`src/watchdog_pkg.sv`:
```
// Shared constants for the watchdog timer: register map, fields, codes and counts
package watchdog_pkg;

    // Register byte offsets
    localparam logic [7:0] TIMER_MODE_OFS = 8'h00;
    localparam logic [7:0] COMMAND_CODE_OFS = 8'h04;
    localparam logic [7:0] WRITE_LOCK_STATUS_OFS = 8'h08;
    localparam logic [7:0] EVENT_STATUS_OFS = 8'h0c;
    localparam logic [7:0] EVENT_MASK_OFS = 8'h10;

    // Mode register fields
    localparam int ENABLE_BIT = 7;
    localparam int PERIOD_LSB = 4;
    localparam int PERIOD_MSB = 6;
    localparam int IDLE_RUN_BIT = 2;
    localparam int ACTION_BIT = 1;
    localparam logic [7:0] MODE_RW_MASK = 8'hf6;
    localparam logic [7:0] MODE_RESET = 8'h82;

    // Flag register field
    localparam int PENDING_BIT = 0;

    // Event status and mask fields
    localparam int EVT_OVERFLOW_BIT = 0;
    localparam int EVT_RESET_BIT = 1;
    localparam int EVT_WIDTH = 2;
    localparam logic [1:0] EVT_MASK_RESET = 2'h0;

    // Command codes
    localparam logic [7:0] CMD_DISABLE = 8'hb1;
    localparam logic [7:0] CMD_CLEAR = 8'h4e;

    // Counter and reset pulse sizing
    localparam int CNT_WIDTH = 26;
    localparam logic [CNT_WIDTH-1:0] CNT_RESET = 26'h0000000;
    localparam int RST_HOLD_CYCLES = 32;
    localparam logic [5:0] RST_HOLD_COUNT = 6'(RST_HOLD_CYCLES);

    // Detect period codes
    localparam logic [2:0] PERIOD_2E15 = 3'h0;
    localparam logic [2:0] PERIOD_2E17 = 3'h1;
    localparam logic [2:0] PERIOD_2E19 = 3'h2;
    localparam logic [2:0] PERIOD_2E21 = 3'h3;
    localparam logic [2:0] PERIOD_2E23 = 3'h4;
    localparam logic [2:0] PERIOD_2E25 = 3'h5;

    // Pending command action
    typedef enum logic [2:0] {
        CMD_NONE = 3'b001,
        CMD_DO_CLEAR = 3'b010,
        CMD_DO_DISABLE = 3'b100
    } cmd_kind_t;

endpackage : watchdog_pkg

```
`src/watchdog_timer.sv`:
```
// Watchdog timer: oscillator-driven binary counter, command decode and register port
//
// How it works
// Mode bit 7 enables counting
// Period codes 0-5 select 2^15..2^25 ticks
// Idle: count only when idle run bit set
// Overflow: NMI if action 0, reset if 1
// Command 0xB1 disables, 0x4E clears, others reserved
// Flag bit 0 shows writes not allowed
// Counter advances on oscillator edges only
// Clear code zeroes counter, counting resumes
// Counting starts right after reset release
// Counter halts during debug
// Internal reset held for 32 states
// Enable cleared then 0xB1 stops and clears
// Software checks flag before mode writes
// Software disables before deep sleep modes
// Overflow interrupt sets NMI cause indication
// Reserved command values change nothing
// Flag high until write reaches oscillator domain
module watchdog_timer (
    // Clock and reset
    input wire logic ref_clk_i,
    input wire logic rst_i,
    // Register port
    input wire logic [7:0] addr_i,
    input wire logic [31:0] wdata_i,
    input wire logic wr_i,
    input wire logic rd_i,
    output logic [31:0] rdata_o,
    // Processor state
    input wire logic idle_i,
    input wire logic debug_i,
    // Oscillator count clock pin
    input wire logic osc_clk_i,
    // Overflow outputs
    output logic overflow_interrupt_o,
    output logic nmi_cause_bit_zero_o,
    output logic wdt_reset_o,
    output logic irq_o
);

    logic osc_tick;
    logic [7:0] mode_ff;
    logic run_ff;
    logic mode_pend_ff;
    logic cmd_pend_ff;
    watchdog_pkg::cmd_kind_t cmd_kind_ff;
    logic [watchdog_pkg::CNT_WIDTH-1:0] cnt_ff;
    logic [watchdog_pkg::CNT_WIDTH-1:0] limit;
    logic counting;
    logic overflow;
    logic ovf_int_ff;
    logic [5:0] rst_cnt_ff;
    logic [watchdog_pkg::EVT_WIDTH-1:0] evt_status_ff;
    logic [watchdog_pkg::EVT_WIDTH-1:0] evt_mask_ff;
    logic [watchdog_pkg::EVT_WIDTH-1:0] evt_set;
    logic [31:0] rdata_ff;
    logic [31:0] nxt_rdata;
    logic wr_mode;
    logic wr_cmd;
    logic rd_status;
    logic wr_mask;
    logic apply_clear;
    logic apply_disable;
    logic apply_enable;
    logic ovf_nmi;
    logic ovf_rst;

    // Terminal count for a period code
    function automatic logic [watchdog_pkg::CNT_WIDTH-1:0] period_limit(
        input logic [2:0] sel
    );
        logic [watchdog_pkg::CNT_WIDTH-1:0] one;
        one = {{(watchdog_pkg::CNT_WIDTH-1){1'b0}}, 1'b1};
        unique case (sel)
            watchdog_pkg::PERIOD_2E15: period_limit = one << 15;
            watchdog_pkg::PERIOD_2E17: period_limit = one << 17;
            watchdog_pkg::PERIOD_2E19: period_limit = one << 19;
            watchdog_pkg::PERIOD_2E21: period_limit = one << 21;
            watchdog_pkg::PERIOD_2E23: period_limit = one << 23;
            // Prohibited codes fall back to the longest period
            default: period_limit = one << 25;
        endcase
    endfunction : period_limit

    // Strobe aimed at one register offset
    function automatic logic reg_hit(
        input logic strobe,
        input logic [7:0] addr,
        input logic [7:0] ofs
    );
        reg_hit = strobe && (addr == ofs);
    endfunction : reg_hit

    osc_edge_sync u_osc_sync (
        .ref_clk_i(ref_clk_i),
        .rst_i(rst_i),
        .osc_clk_i(osc_clk_i),
        .tick_o(osc_tick)
    );

    assign wr_mode = reg_hit(wr_i, addr_i, watchdog_pkg::TIMER_MODE_OFS);
    assign wr_cmd = reg_hit(wr_i, addr_i, watchdog_pkg::COMMAND_CODE_OFS);
    assign wr_mask = reg_hit(wr_i, addr_i, watchdog_pkg::EVENT_MASK_OFS);
    assign rd_status = reg_hit(rd_i, addr_i, watchdog_pkg::EVENT_STATUS_OFS);

    // Mode register; its readback changes at once, the counter sees it at the next tick
    always_ff @(posedge ref_clk_i) begin
        if (rst_i) begin
            mode_ff <= watchdog_pkg::MODE_RESET;
        end else if (wr_mode) begin
            mode_ff <= wdata_i[7:0] & watchdog_pkg::MODE_RW_MASK;
        end
    end

    // Pending transfer into the oscillator domain
    always_ff @(posedge ref_clk_i) begin
        if (rst_i) begin
            mode_pend_ff <= 1'b0;
        end else if (wr_mode) begin
            mode_pend_ff <= 1'b1;
        end else if (osc_tick) begin
            mode_pend_ff <= 1'b0;
        end
    end

    // Command capture; a reserved value is dropped at once
    always_ff @(posedge ref_clk_i) begin
        if (rst_i) begin
            cmd_pend_ff <= 1'b0;
            cmd_kind_ff <= watchdog_pkg::CMD_NONE;
        end else if (wr_cmd && wdata_i[7:0] == watchdog_pkg::CMD_CLEAR) begin
            cmd_pend_ff <= 1'b1;
            cmd_kind_ff <= watchdog_pkg::CMD_DO_CLEAR;
        end else if (wr_cmd && wdata_i[7:0] == watchdog_pkg::CMD_DISABLE) begin
            cmd_pend_ff <= 1'b1;
            cmd_kind_ff <= watchdog_pkg::CMD_DO_DISABLE;
        end else if (osc_tick) begin
            cmd_pend_ff <= 1'b0;
            cmd_kind_ff <= watchdog_pkg::CMD_NONE;
        end
    end

    // Pending writes act only on an oscillator tick, as in the count clock domain
    assign apply_clear = osc_tick && cmd_pend_ff
                         && (cmd_kind_ff == watchdog_pkg::CMD_DO_CLEAR);
    assign apply_disable = osc_tick && cmd_pend_ff
                           && (cmd_kind_ff == watchdog_pkg::CMD_DO_DISABLE)
                           && !mode_ff[watchdog_pkg::ENABLE_BIT];
    assign apply_enable = osc_tick && mode_pend_ff && mode_ff[watchdog_pkg::ENABLE_BIT];

    // Run state: enabled by the mode bit, stopped only by the disable sequence
    always_ff @(posedge ref_clk_i) begin
        if (rst_i) begin
            run_ff <= 1'b1;
        end else if (apply_disable) begin
            run_ff <= 1'b0;
        end else if (apply_enable) begin
            run_ff <= 1'b1;
        end
    end

    assign limit = period_limit(mode_ff[watchdog_pkg::PERIOD_MSB:watchdog_pkg::PERIOD_LSB]);

    // Idle and debug gate the counter; disabled counter stays put
    assign counting = run_ff && mode_ff[watchdog_pkg::ENABLE_BIT]
                      && !debug_i
                      && (!idle_i || mode_ff[watchdog_pkg::IDLE_RUN_BIT]);

    assign overflow = osc_tick && counting && (cnt_ff == limit - 26'h0000001);

    // Binary counter on oscillator edges
    always_ff @(posedge ref_clk_i) begin
        if (rst_i) begin
            cnt_ff <= watchdog_pkg::CNT_RESET;
        end else if (apply_clear) begin
            cnt_ff <= watchdog_pkg::CNT_RESET;
        end else if (apply_disable) begin
            cnt_ff <= watchdog_pkg::CNT_RESET;
        end else if (overflow) begin
            cnt_ff <= watchdog_pkg::CNT_RESET;
        end else if (osc_tick && counting) begin
            cnt_ff <= cnt_ff + 26'h0000001;
        end
    end

    // Overflow split by the action bit
    assign ovf_nmi = overflow && !mode_ff[watchdog_pkg::ACTION_BIT];
    assign ovf_rst = overflow && mode_ff[watchdog_pkg::ACTION_BIT];

    // Overflow interrupt pulse and its NMI cause strobe
    always_ff @(posedge ref_clk_i) begin
        if (rst_i) begin
            ovf_int_ff <= 1'b0;
        end else begin
            ovf_int_ff <= ovf_nmi;
        end
    end

    assign overflow_interrupt_o = ovf_int_ff;
    assign nmi_cause_bit_zero_o = ovf_int_ff;

    // Internal reset hold; restarted by a new overflow
    always_ff @(posedge ref_clk_i) begin
        if (rst_i) begin
            rst_cnt_ff <= 6'h00;
        end else if (ovf_rst) begin
            rst_cnt_ff <= watchdog_pkg::RST_HOLD_COUNT;
        end else if (rst_cnt_ff != 6'h00) begin
            rst_cnt_ff <= rst_cnt_ff - 6'h01;
        end
    end

    assign wdt_reset_o = (rst_cnt_ff != 6'h00);

    // Sticky event bits; a new event beats the read that clears
    always_comb begin
        evt_set = '0;
        evt_set[watchdog_pkg::EVT_OVERFLOW_BIT] = ovf_nmi;
        evt_set[watchdog_pkg::EVT_RESET_BIT] = ovf_rst;
    end

    always_ff @(posedge ref_clk_i) begin
        if (rst_i) begin
            evt_status_ff <= '0;
        end else if (rd_status) begin
            evt_status_ff <= evt_set;
        end else begin
            evt_status_ff <= evt_status_ff | evt_set;
        end
    end

    always_ff @(posedge ref_clk_i) begin
        if (rst_i) begin
            evt_mask_ff <= watchdog_pkg::EVT_MASK_RESET;
        end else if (wr_mask) begin
            evt_mask_ff <= wdata_i[watchdog_pkg::EVT_WIDTH-1:0];
        end
    end

    assign irq_o = |(evt_status_ff & evt_mask_ff);

    // Read mux; command register is write-only and reads zero
    always_comb begin
        nxt_rdata = 32'h00000000;
        if (rd_i) begin
            unique case (addr_i)
                watchdog_pkg::TIMER_MODE_OFS: nxt_rdata[7:0] = mode_ff;
                watchdog_pkg::WRITE_LOCK_STATUS_OFS:
                    nxt_rdata[watchdog_pkg::PENDING_BIT] = mode_pend_ff | cmd_pend_ff;
                watchdog_pkg::EVENT_STATUS_OFS:
                    nxt_rdata[watchdog_pkg::EVT_WIDTH-1:0] = evt_status_ff;
                watchdog_pkg::EVENT_MASK_OFS:
                    nxt_rdata[watchdog_pkg::EVT_WIDTH-1:0] = evt_mask_ff;
                default: nxt_rdata = 32'h00000000;
            endcase
        end
    end

    always_ff @(posedge ref_clk_i) begin
        if (rst_i) begin
            rdata_ff <= 32'h00000000;
        end else begin
            rdata_ff <= nxt_rdata;
        end
    end

    assign rdata_o = rdata_ff;

endmodule : watchdog_timer

```
`src/osc_edge_sync.sv`:
```
// Two-stage synchroniser and rising-edge detector for the oscillator count clock
module osc_edge_sync (
    // Clock and reset
    input wire logic ref_clk_i,
    input wire logic rst_i,
    // Oscillator pin
    input wire logic osc_clk_i,
    // One-cycle pulse per oscillator rising edge
    output logic tick_o
);

    logic meta_ff;
    logic sync_ff;
    logic prev_ff;

    always_ff @(posedge ref_clk_i) begin
        if (rst_i) begin
            meta_ff <= 1'b0;
            sync_ff <= 1'b0;
            prev_ff <= 1'b0;
        end else begin
            meta_ff <= osc_clk_i;
            sync_ff <= meta_ff;
            prev_ff <= sync_ff;
        end
    end

    // Edge seen only past the second stage
    assign tick_o = sync_ff & ~prev_ff;

endmodule : osc_edge_sync

```
`config.mk`:
```
export PLATFORM = sky130hd
export DESIGN_NAME = watchdog_timer
export DESIGN_NICKNAME = d
export VERILOG_FILES = /design/src/watchdog_pkg.sv /design/src/watchdog_timer.sv /design/src/osc_edge_sync.sv
export SDC_FILE = /design/constraint.sdc
export NUM_CORES = 1
export LEC_CHECK = 0
export ABC_AREA = 1
export BUFFER_PORTS_ARGS = -buffer_cell sky130_fd_sc_hd__clkbuf_2
export CORE_MARGIN = 1.5
export CORE_UTILIZATION = 45
export CTS_CLUSTER_DIAMETER = 100
export DETAILED_ROUTE_END_ITERATION = 7
export GPL_TIMING_DRIVEN = 0
export PLACE_DENSITY_LB_ADDON = 0.05
export SLEW_MARGIN = 0
export SYNTH_ARGS = -nofsm -noshare
export SYNTH_HDL_FRONTEND = slang
export SYNTH_SLANG_ARGS = --single-unit
```
`constraint.sdc`:
```
create_clock -name ref_clk_i -period 1.9 [get_ports ref_clk_i]
set_input_delay 0.095 -clock ref_clk_i [delete_from_list [all_inputs] [get_ports ref_clk_i]]
set_output_delay 0.095 -clock ref_clk_i [all_outputs]
set_load 0.03 [all_outputs]
```
# Word level (Yosys, flattened, before mapping)
# Cells that the tools add are included.
totals:
  in_bits: 47
  out_inout_bits: 36
  ff_bits: 83
op_classes:
  n_bitwise: 7
  n_mux: 15
  reduce_logical: 38
  n_addsub: 3
  eq_ne: 13
ops:
  columns: ["operator", "count"]
  rows:
  - ["case mux 26 bit (5 select lines)", 1]
  - ["adder 26 x 1 -> 26 bit (second input constant)", 1]
  - ["== test 26 bit", 1]
  - ["subtractor 26 x 1 -> 26 bit (second input constant)", 1]
  - ["logical AND 1 bit", 19]
  - ["== test 8 x 4 -> 1 bit (second input constant)", 2]
  - ["2-to-1 mux 6 bit", 2]
  - ["== test 3 x 2 -> 1 bit (second input constant)", 3]
  - ["== test 8 x 3 -> 1 bit (second input constant)", 1]
  - ["== test 8 x 5 -> 1 bit (second input constant)", 1]
  - ["== test 8 x 7 -> 1 bit (second input constant)", 1]
  - ["== test 8 bit (second input constant)", 1]
  - ["zero test 8 bit", 1]
  - ["nonzero test 2 bit", 4]
  - ["OR reduction 2 bit", 4]
  - ["== test 3 bit (second input constant)", 2]
  - ["2-to-1 mux 1 bit", 6]
  - ["2-to-1 mux 3 bit", 2]
  - ["case mux 1 bit (3 select lines)", 2]
  - ["nonzero test 6 bit", 1]
  - ["subtractor 6 x 1 -> 6 bit (second input constant)", 1]
  - ["zero test 1 bit", 4]
  - ["2-to-1 mux 2 bit", 2]
  - ["OR reduction 4 bit", 1]
  - ["other kinds (10)", 12]

# Logic depth before layout (Yosys ltp)
depth:
  ltp_word: 8
  depth_mapped: 15
  depth_no_buf: 13

# By module
# Synthesis repeated with hierarchy kept, for this count alone.
unflattened:
  hier_cells: 546
  area_unflattened_um2: 3507.1
by_module_without_submodules:
  columns: ["mod", "instances", "cells_per_inst", "area_each_um2"]
  rows:
  - ["watchdog_timer", 1, 536, 3420.8]
  - ["osc_edge_sync", 1, 10, 86.3]

# Worst setup path after synthesis
# Ideal clock, no wire load.
synth_timing:
  path_type: "register to register"
  start: "register mode_ff[6]"
  end: "register cnt_ff[14] in the netlist's numbering"
  path_stages_with_launch: 16
  setup_slack_ns: 0.034
  arrival_time_ns: 1.749
  setup_time_ns: 0.117
  required_ns: 1.783
  period_less_slack_ns: 1.866
  path_cell_list: "dfxtp_1 > buf_2 > inv_4 > nand3_1 > ha_1 > inv_1 > nand2_1 > nand2_1 > nand2_1 > nor2_1 > nand3_1 > nor2_2 > nand2_2 > nand3_4 > buf_8 > nor2_2"
synth_between:
  elab_chain_cells: 6
  word_cells_on_any_way: 10
  classes_between: "add/sub (1); eq/ne (5); mux (1); reduce/logical (3)"
synth_rtl:
  columns: ["element", "line", "rtl"]
  rows:
  - ["start: declaration", "watchdog_timer.sv:44", "logic [7:0] mode_ff;"]
  - ["start signal: assignment", "watchdog_timer.sv:111", "mode_ff <= watchdog_pkg::MODE_RESET;"]
  - ["start signal: assignment", "watchdog_timer.sv:113", "mode_ff <= wdata_i[7:0] & watchdog_pkg::MODE_RW_MASK;"]
  - ["== test 3 bit, or another cell as far along", "watchdog_timer.sv:76", "unique case (sel)"]
  - ["case mux 26 bit (5 select lines) (*)", "watchdog_timer.sv:76", null]
  - ["subtractor 26 x 1 -> 26 bit (*)", "watchdog_timer.sv:171", "assign overflow = osc_tick && counting && (cnt_ff == limit - 26'h0000001);"]
  - ["== test 26 bit (*)", "watchdog_timer.sv:171", null]
  - ["logical AND 1 bit (*)", "watchdog_timer.sv:171", null]
  - ["OR reduction 4 bit (no line) (*)", null, null]
  - ["end signal: assignment", "watchdog_timer.sv:176", "cnt_ff <= watchdog_pkg::CNT_RESET;"]
  - ["end signal: assignment", "watchdog_timer.sv:178", "cnt_ff <= watchdog_pkg::CNT_RESET;"]
  - ["end signal: assignment", "watchdog_timer.sv:180", "cnt_ff <= watchdog_pkg::CNT_RESET;"]
  - ["end: declaration", "watchdog_timer.sv:49", "logic [watchdog_pkg::CNT_WIDTH-1:0] cnt_ff;"]
# Every way passes the cells marked *; elsewhere a longest branch is shown, timed or not.
# A chain may end at the register's enable or synchronous reset.

# Final worst setup path
layout_timing:
  start: "register mode_ff[5]"
  end: "register cnt_ff[14] in the netlist's numbering"
# The elaborated chain is that of the path after synthesis.

==> metrics.yaml <==
detailed_routing:
  drc: 0
  num_vias: 3249
  ant_nets: 0
  drt_iter0_drc: 202
  dr.pass1.iters: 5
  routed_wirelength_um: 7726
  routedWlPerCell_um: 10.97
  post_drt_via_cell_ratio: 4.615
global_route:
  grt_pass1_wl_um: 13040
  antenna_found_initial: 0
  gr-total-overflow: 0
  grt_pass1_vias: 2860
  grt_use_total_pct: 19.74
  grt_max_degree: 12
floorplan:
  rows: 31
  dieWidth_um: 90.41
  die_h_um: 90.41
  io-pin-count: 83
  dieArea_mm2: 0.008174
  coreArea_mm2: 0.007331
  start_util_pct: 46.90
yosys:
  ys.flop_type: "dfxtp_1"
  synth.most_common_cell: "nand2_1"
  avgSynthCellArea_um2: 6.663
  synthTopCellsByArea: "dfxtp_1 34%, nand2_1 12%, nor2_1 10%"
  synth_common_cells: "114 x nand2_1, 94 x nor2_1, 63 x inv_1, 59 x dfxtp_1, 26 x buf_4"
  ys_warn_count: 0
  synth_cell_types: 36
  ys_seq_area_share_pct: 34.35
  synth_top_area_share_pct: 34.35
  synth-edff-count: 0
  synth_area_leader_cell: "dfxtp_1"
  async_flop_share_pct: 0
  ys_seq_elements: 59
  syn_inst: 516
  syn_area_mm2: 0.003438
timing:
  hold_slack_ns: 0.01159
  min_period_ns: 1.932
  tightest_slew_ns: 0.5140
  finalClockSkew_ns: 0.006417
  rsz0062_at_grt: "true"
  drv_slew: 0
  worst_slack_ns: -0.03209
  max_freq_ghz: 0.5176
  hold_violations: 0
  slew-limit-headroom_pct: 65.47
  setup_viol: 25
  fin_crit_sh_pct: 101.7
hold_path:
  min_path_type: "input port to flop"
  min_path_cells: 3
critical_path:
  r2r_cells: 15
  worstSetupStartpoint: "mode_ff[5]"
  r2r_end: "cnt_ff[14]"
  critPathMaxFanout: 5
  path_cells: "nor2_4 -> nand2_2 -> ha_4 -> inv_1 -> nand2_1 -> nand2_1 -> nand2_1 -> nor2_1 -> nand3_1 -> nor2_2 -> nand2_2 -> nand3_4 -> buf_12 -> buf_12 -> nor2_2"
  max_stage_delay_ns: 0.37
  worst-path-buf-inv: 3
  cp_common_cell: "nand2_1"
  cp.required_ns: 2.13
  cp-endpoint: "cnt_ff[14]"
  r2r_setup_slack_ns: -0.03
  cp.depth: 15
  slowest_stage: "dfxtp_4"
  r2r_start: "mode_ff[5]"
  cp.arrival_ns: 2.17
  worstSetupEndpointType: "flop"
  crit_type: "flop to flop"
  cp-start-kind: "flop"
  crit_family: "simple AND/OR/NAND/NOR gates"
run_status:
  status: "complete, but fails checks"
  violations: "setup timing"
power_and_ir_drop:
  power.leakage_uw: 0.001902
  ir_drop_mv: 0.3178
  total_power_uw: 3104
  powerDensity_mw_per_mm2: 728.3
placed_design:
  dpl.hpwl_um: 5731
  io_buffers: 33
  dpl_cell_area_mm2: 0.003817
  gp_congestion: 0.9143
  place_ws_ns: -0.2457
clocking:
  clk-insertion-delay-late_ns: 0.34
  clk_pin_slew_worst_paths_ns: 0.07
  tritoncts: "done"
  numCtsBuffers: 9
  max-clock-path-buffers: 2
  cts_max_level: 3
  clock_sinks: 59
  cts-root-buf: "clkbuf_8"
run:
  drv_cap: 0
layout:
  fin_nets: 650
  final_area_mm2: 0.004262
  drive_gt1_share_pct: 23.14
  final_util_pct: 58.13
  diodes: 0
  area_growth_pct: 23.94
==> state kept, by name, summed over array words and instances, names as in the netlist <==
register / count
cnt_ff: 26
rdata_o: 7
mode_ff: 6
rst_cnt_ff: 6
cmd_kind_ff: 3
evt_mask_ff: 2
evt_status_ff: 2
cmd_pend_ff: 1
mode_pend_ff: 1
nmi_cause_bit_zero_o: 1
run_ff: 1
u_osc_sync.meta_ff: 1
u_osc_sync.prev_ff: 1
u_osc_sync.sync_ff: 1
==> layout make-up <==
cell class,count,area (um^2)
timing repair buffer,50,351.6
clock inverter,6,63.81
multi-input combinational,383,1892
clock buffer,10,137.6
sequential,59,1192
buffer,31,247.7
inverter,66,252.7
tap,99,123.9
fill,723,3069
==> kinds of logic after synthesis <==
| family | synth area share (%) |
|---|---|
| AO/OA/AOI/OAI | 7.497 |
| XOR/XNOR | 5.604 |
| adder cells (fa/ha/maj) | 1.092 |
| buffers and inverters | 14.34 |
| flip-flops | 34.35 |
| multiplexers | 0.2911 |
| other | 0.1091 |
| AND/OR/NAND/NOR | 36.72 |
==> worst register-to-register path: stages, from the launching register on <==
cell and delay, ns:
dfxtp_4 0.37, nor2_4 0.12, nand2_2 0.08, ha_4 0.22, inv_1 0.05, nand2_1 0.04, nand2_1 0.07, nand2_1 0.04
nor2_1 0.08, nand3_1 0.09, nor2_2 0.16, nand2_2 0.11, nand3_4 0.10, buf_12 0.14, buf_12 0.12, nor2_2 0.04
==> placed cells by master (no fill, tap or decap), types with 22 or more instances in the layout <==
cell	count
nor2_1	93
nand3_1	22
buf_4	38
conb_1	25
a21oi_1	22
nand2_1	112
clkbuf_2	33
inv_1	62
nor2_2	25
dfxtp_1	56
==> power by group <==
group / leakage [uW] / total (uW) / switching, uW / internal, uW
Clock: 0.0000987 / 1180 / 539 / 641
Sequential: 0.000479 / 1310 / 25.2 / 1290
Combinational: 0.00132 / 610 / 370 / 239
==> how the worst min path moves through the flow <==
stage                          start            endpoint  slack [ns]
after floorplan            osc_clk_i  u_osc_sync.meta_ff        0.20
after global placement     osc_clk_i  u_osc_sync.meta_ff        0.29
after detailed placement   osc_clk_i  u_osc_sync.meta_ff        0.30
after CTS                 wdata_i[0]      evt_mask_ff[0]       0.003
after global routing      wdata_i[0]      evt_mask_ff[0]        0.02
final                     wdata_i[0]      evt_mask_ff[0]        0.01
==> through the flow <==
step | TNS, ns | instances
after CTS | -0.3539 | 701
after global placement | -5.618 | 672
after detailed placement | -5.951 | 672
after floorplan | 0 | 540
after global routing | -5.306 | 704
final | -0.5962 | 704
==> repair_timing <==
| action | 4_1_cts | 5_1_grt |
|---|---|---|
| buffers inserted | 11 | 3 |
| hold buffers | 1 | 0 |
| endpoints found under the setup margin | 34 | 35 |
| endpoints found under the hold margin | 1 | 0 |
| resized for setup | 15 | 6 |
| pin swaps | 7 | 5 |
| gates cloned | 2 | 0 |
==> metal layers <==
metal	share of wire (%)	GRT usage, %	vias to the layer above
met5	0	0	-
li1	-	-	1726
met2	43	29.86	69
met1	51	27.91	1446
met3	4.2	3.956	8
met4	1.2	6.614	0
Note: power is estimated with default switching activity, not from simulation.
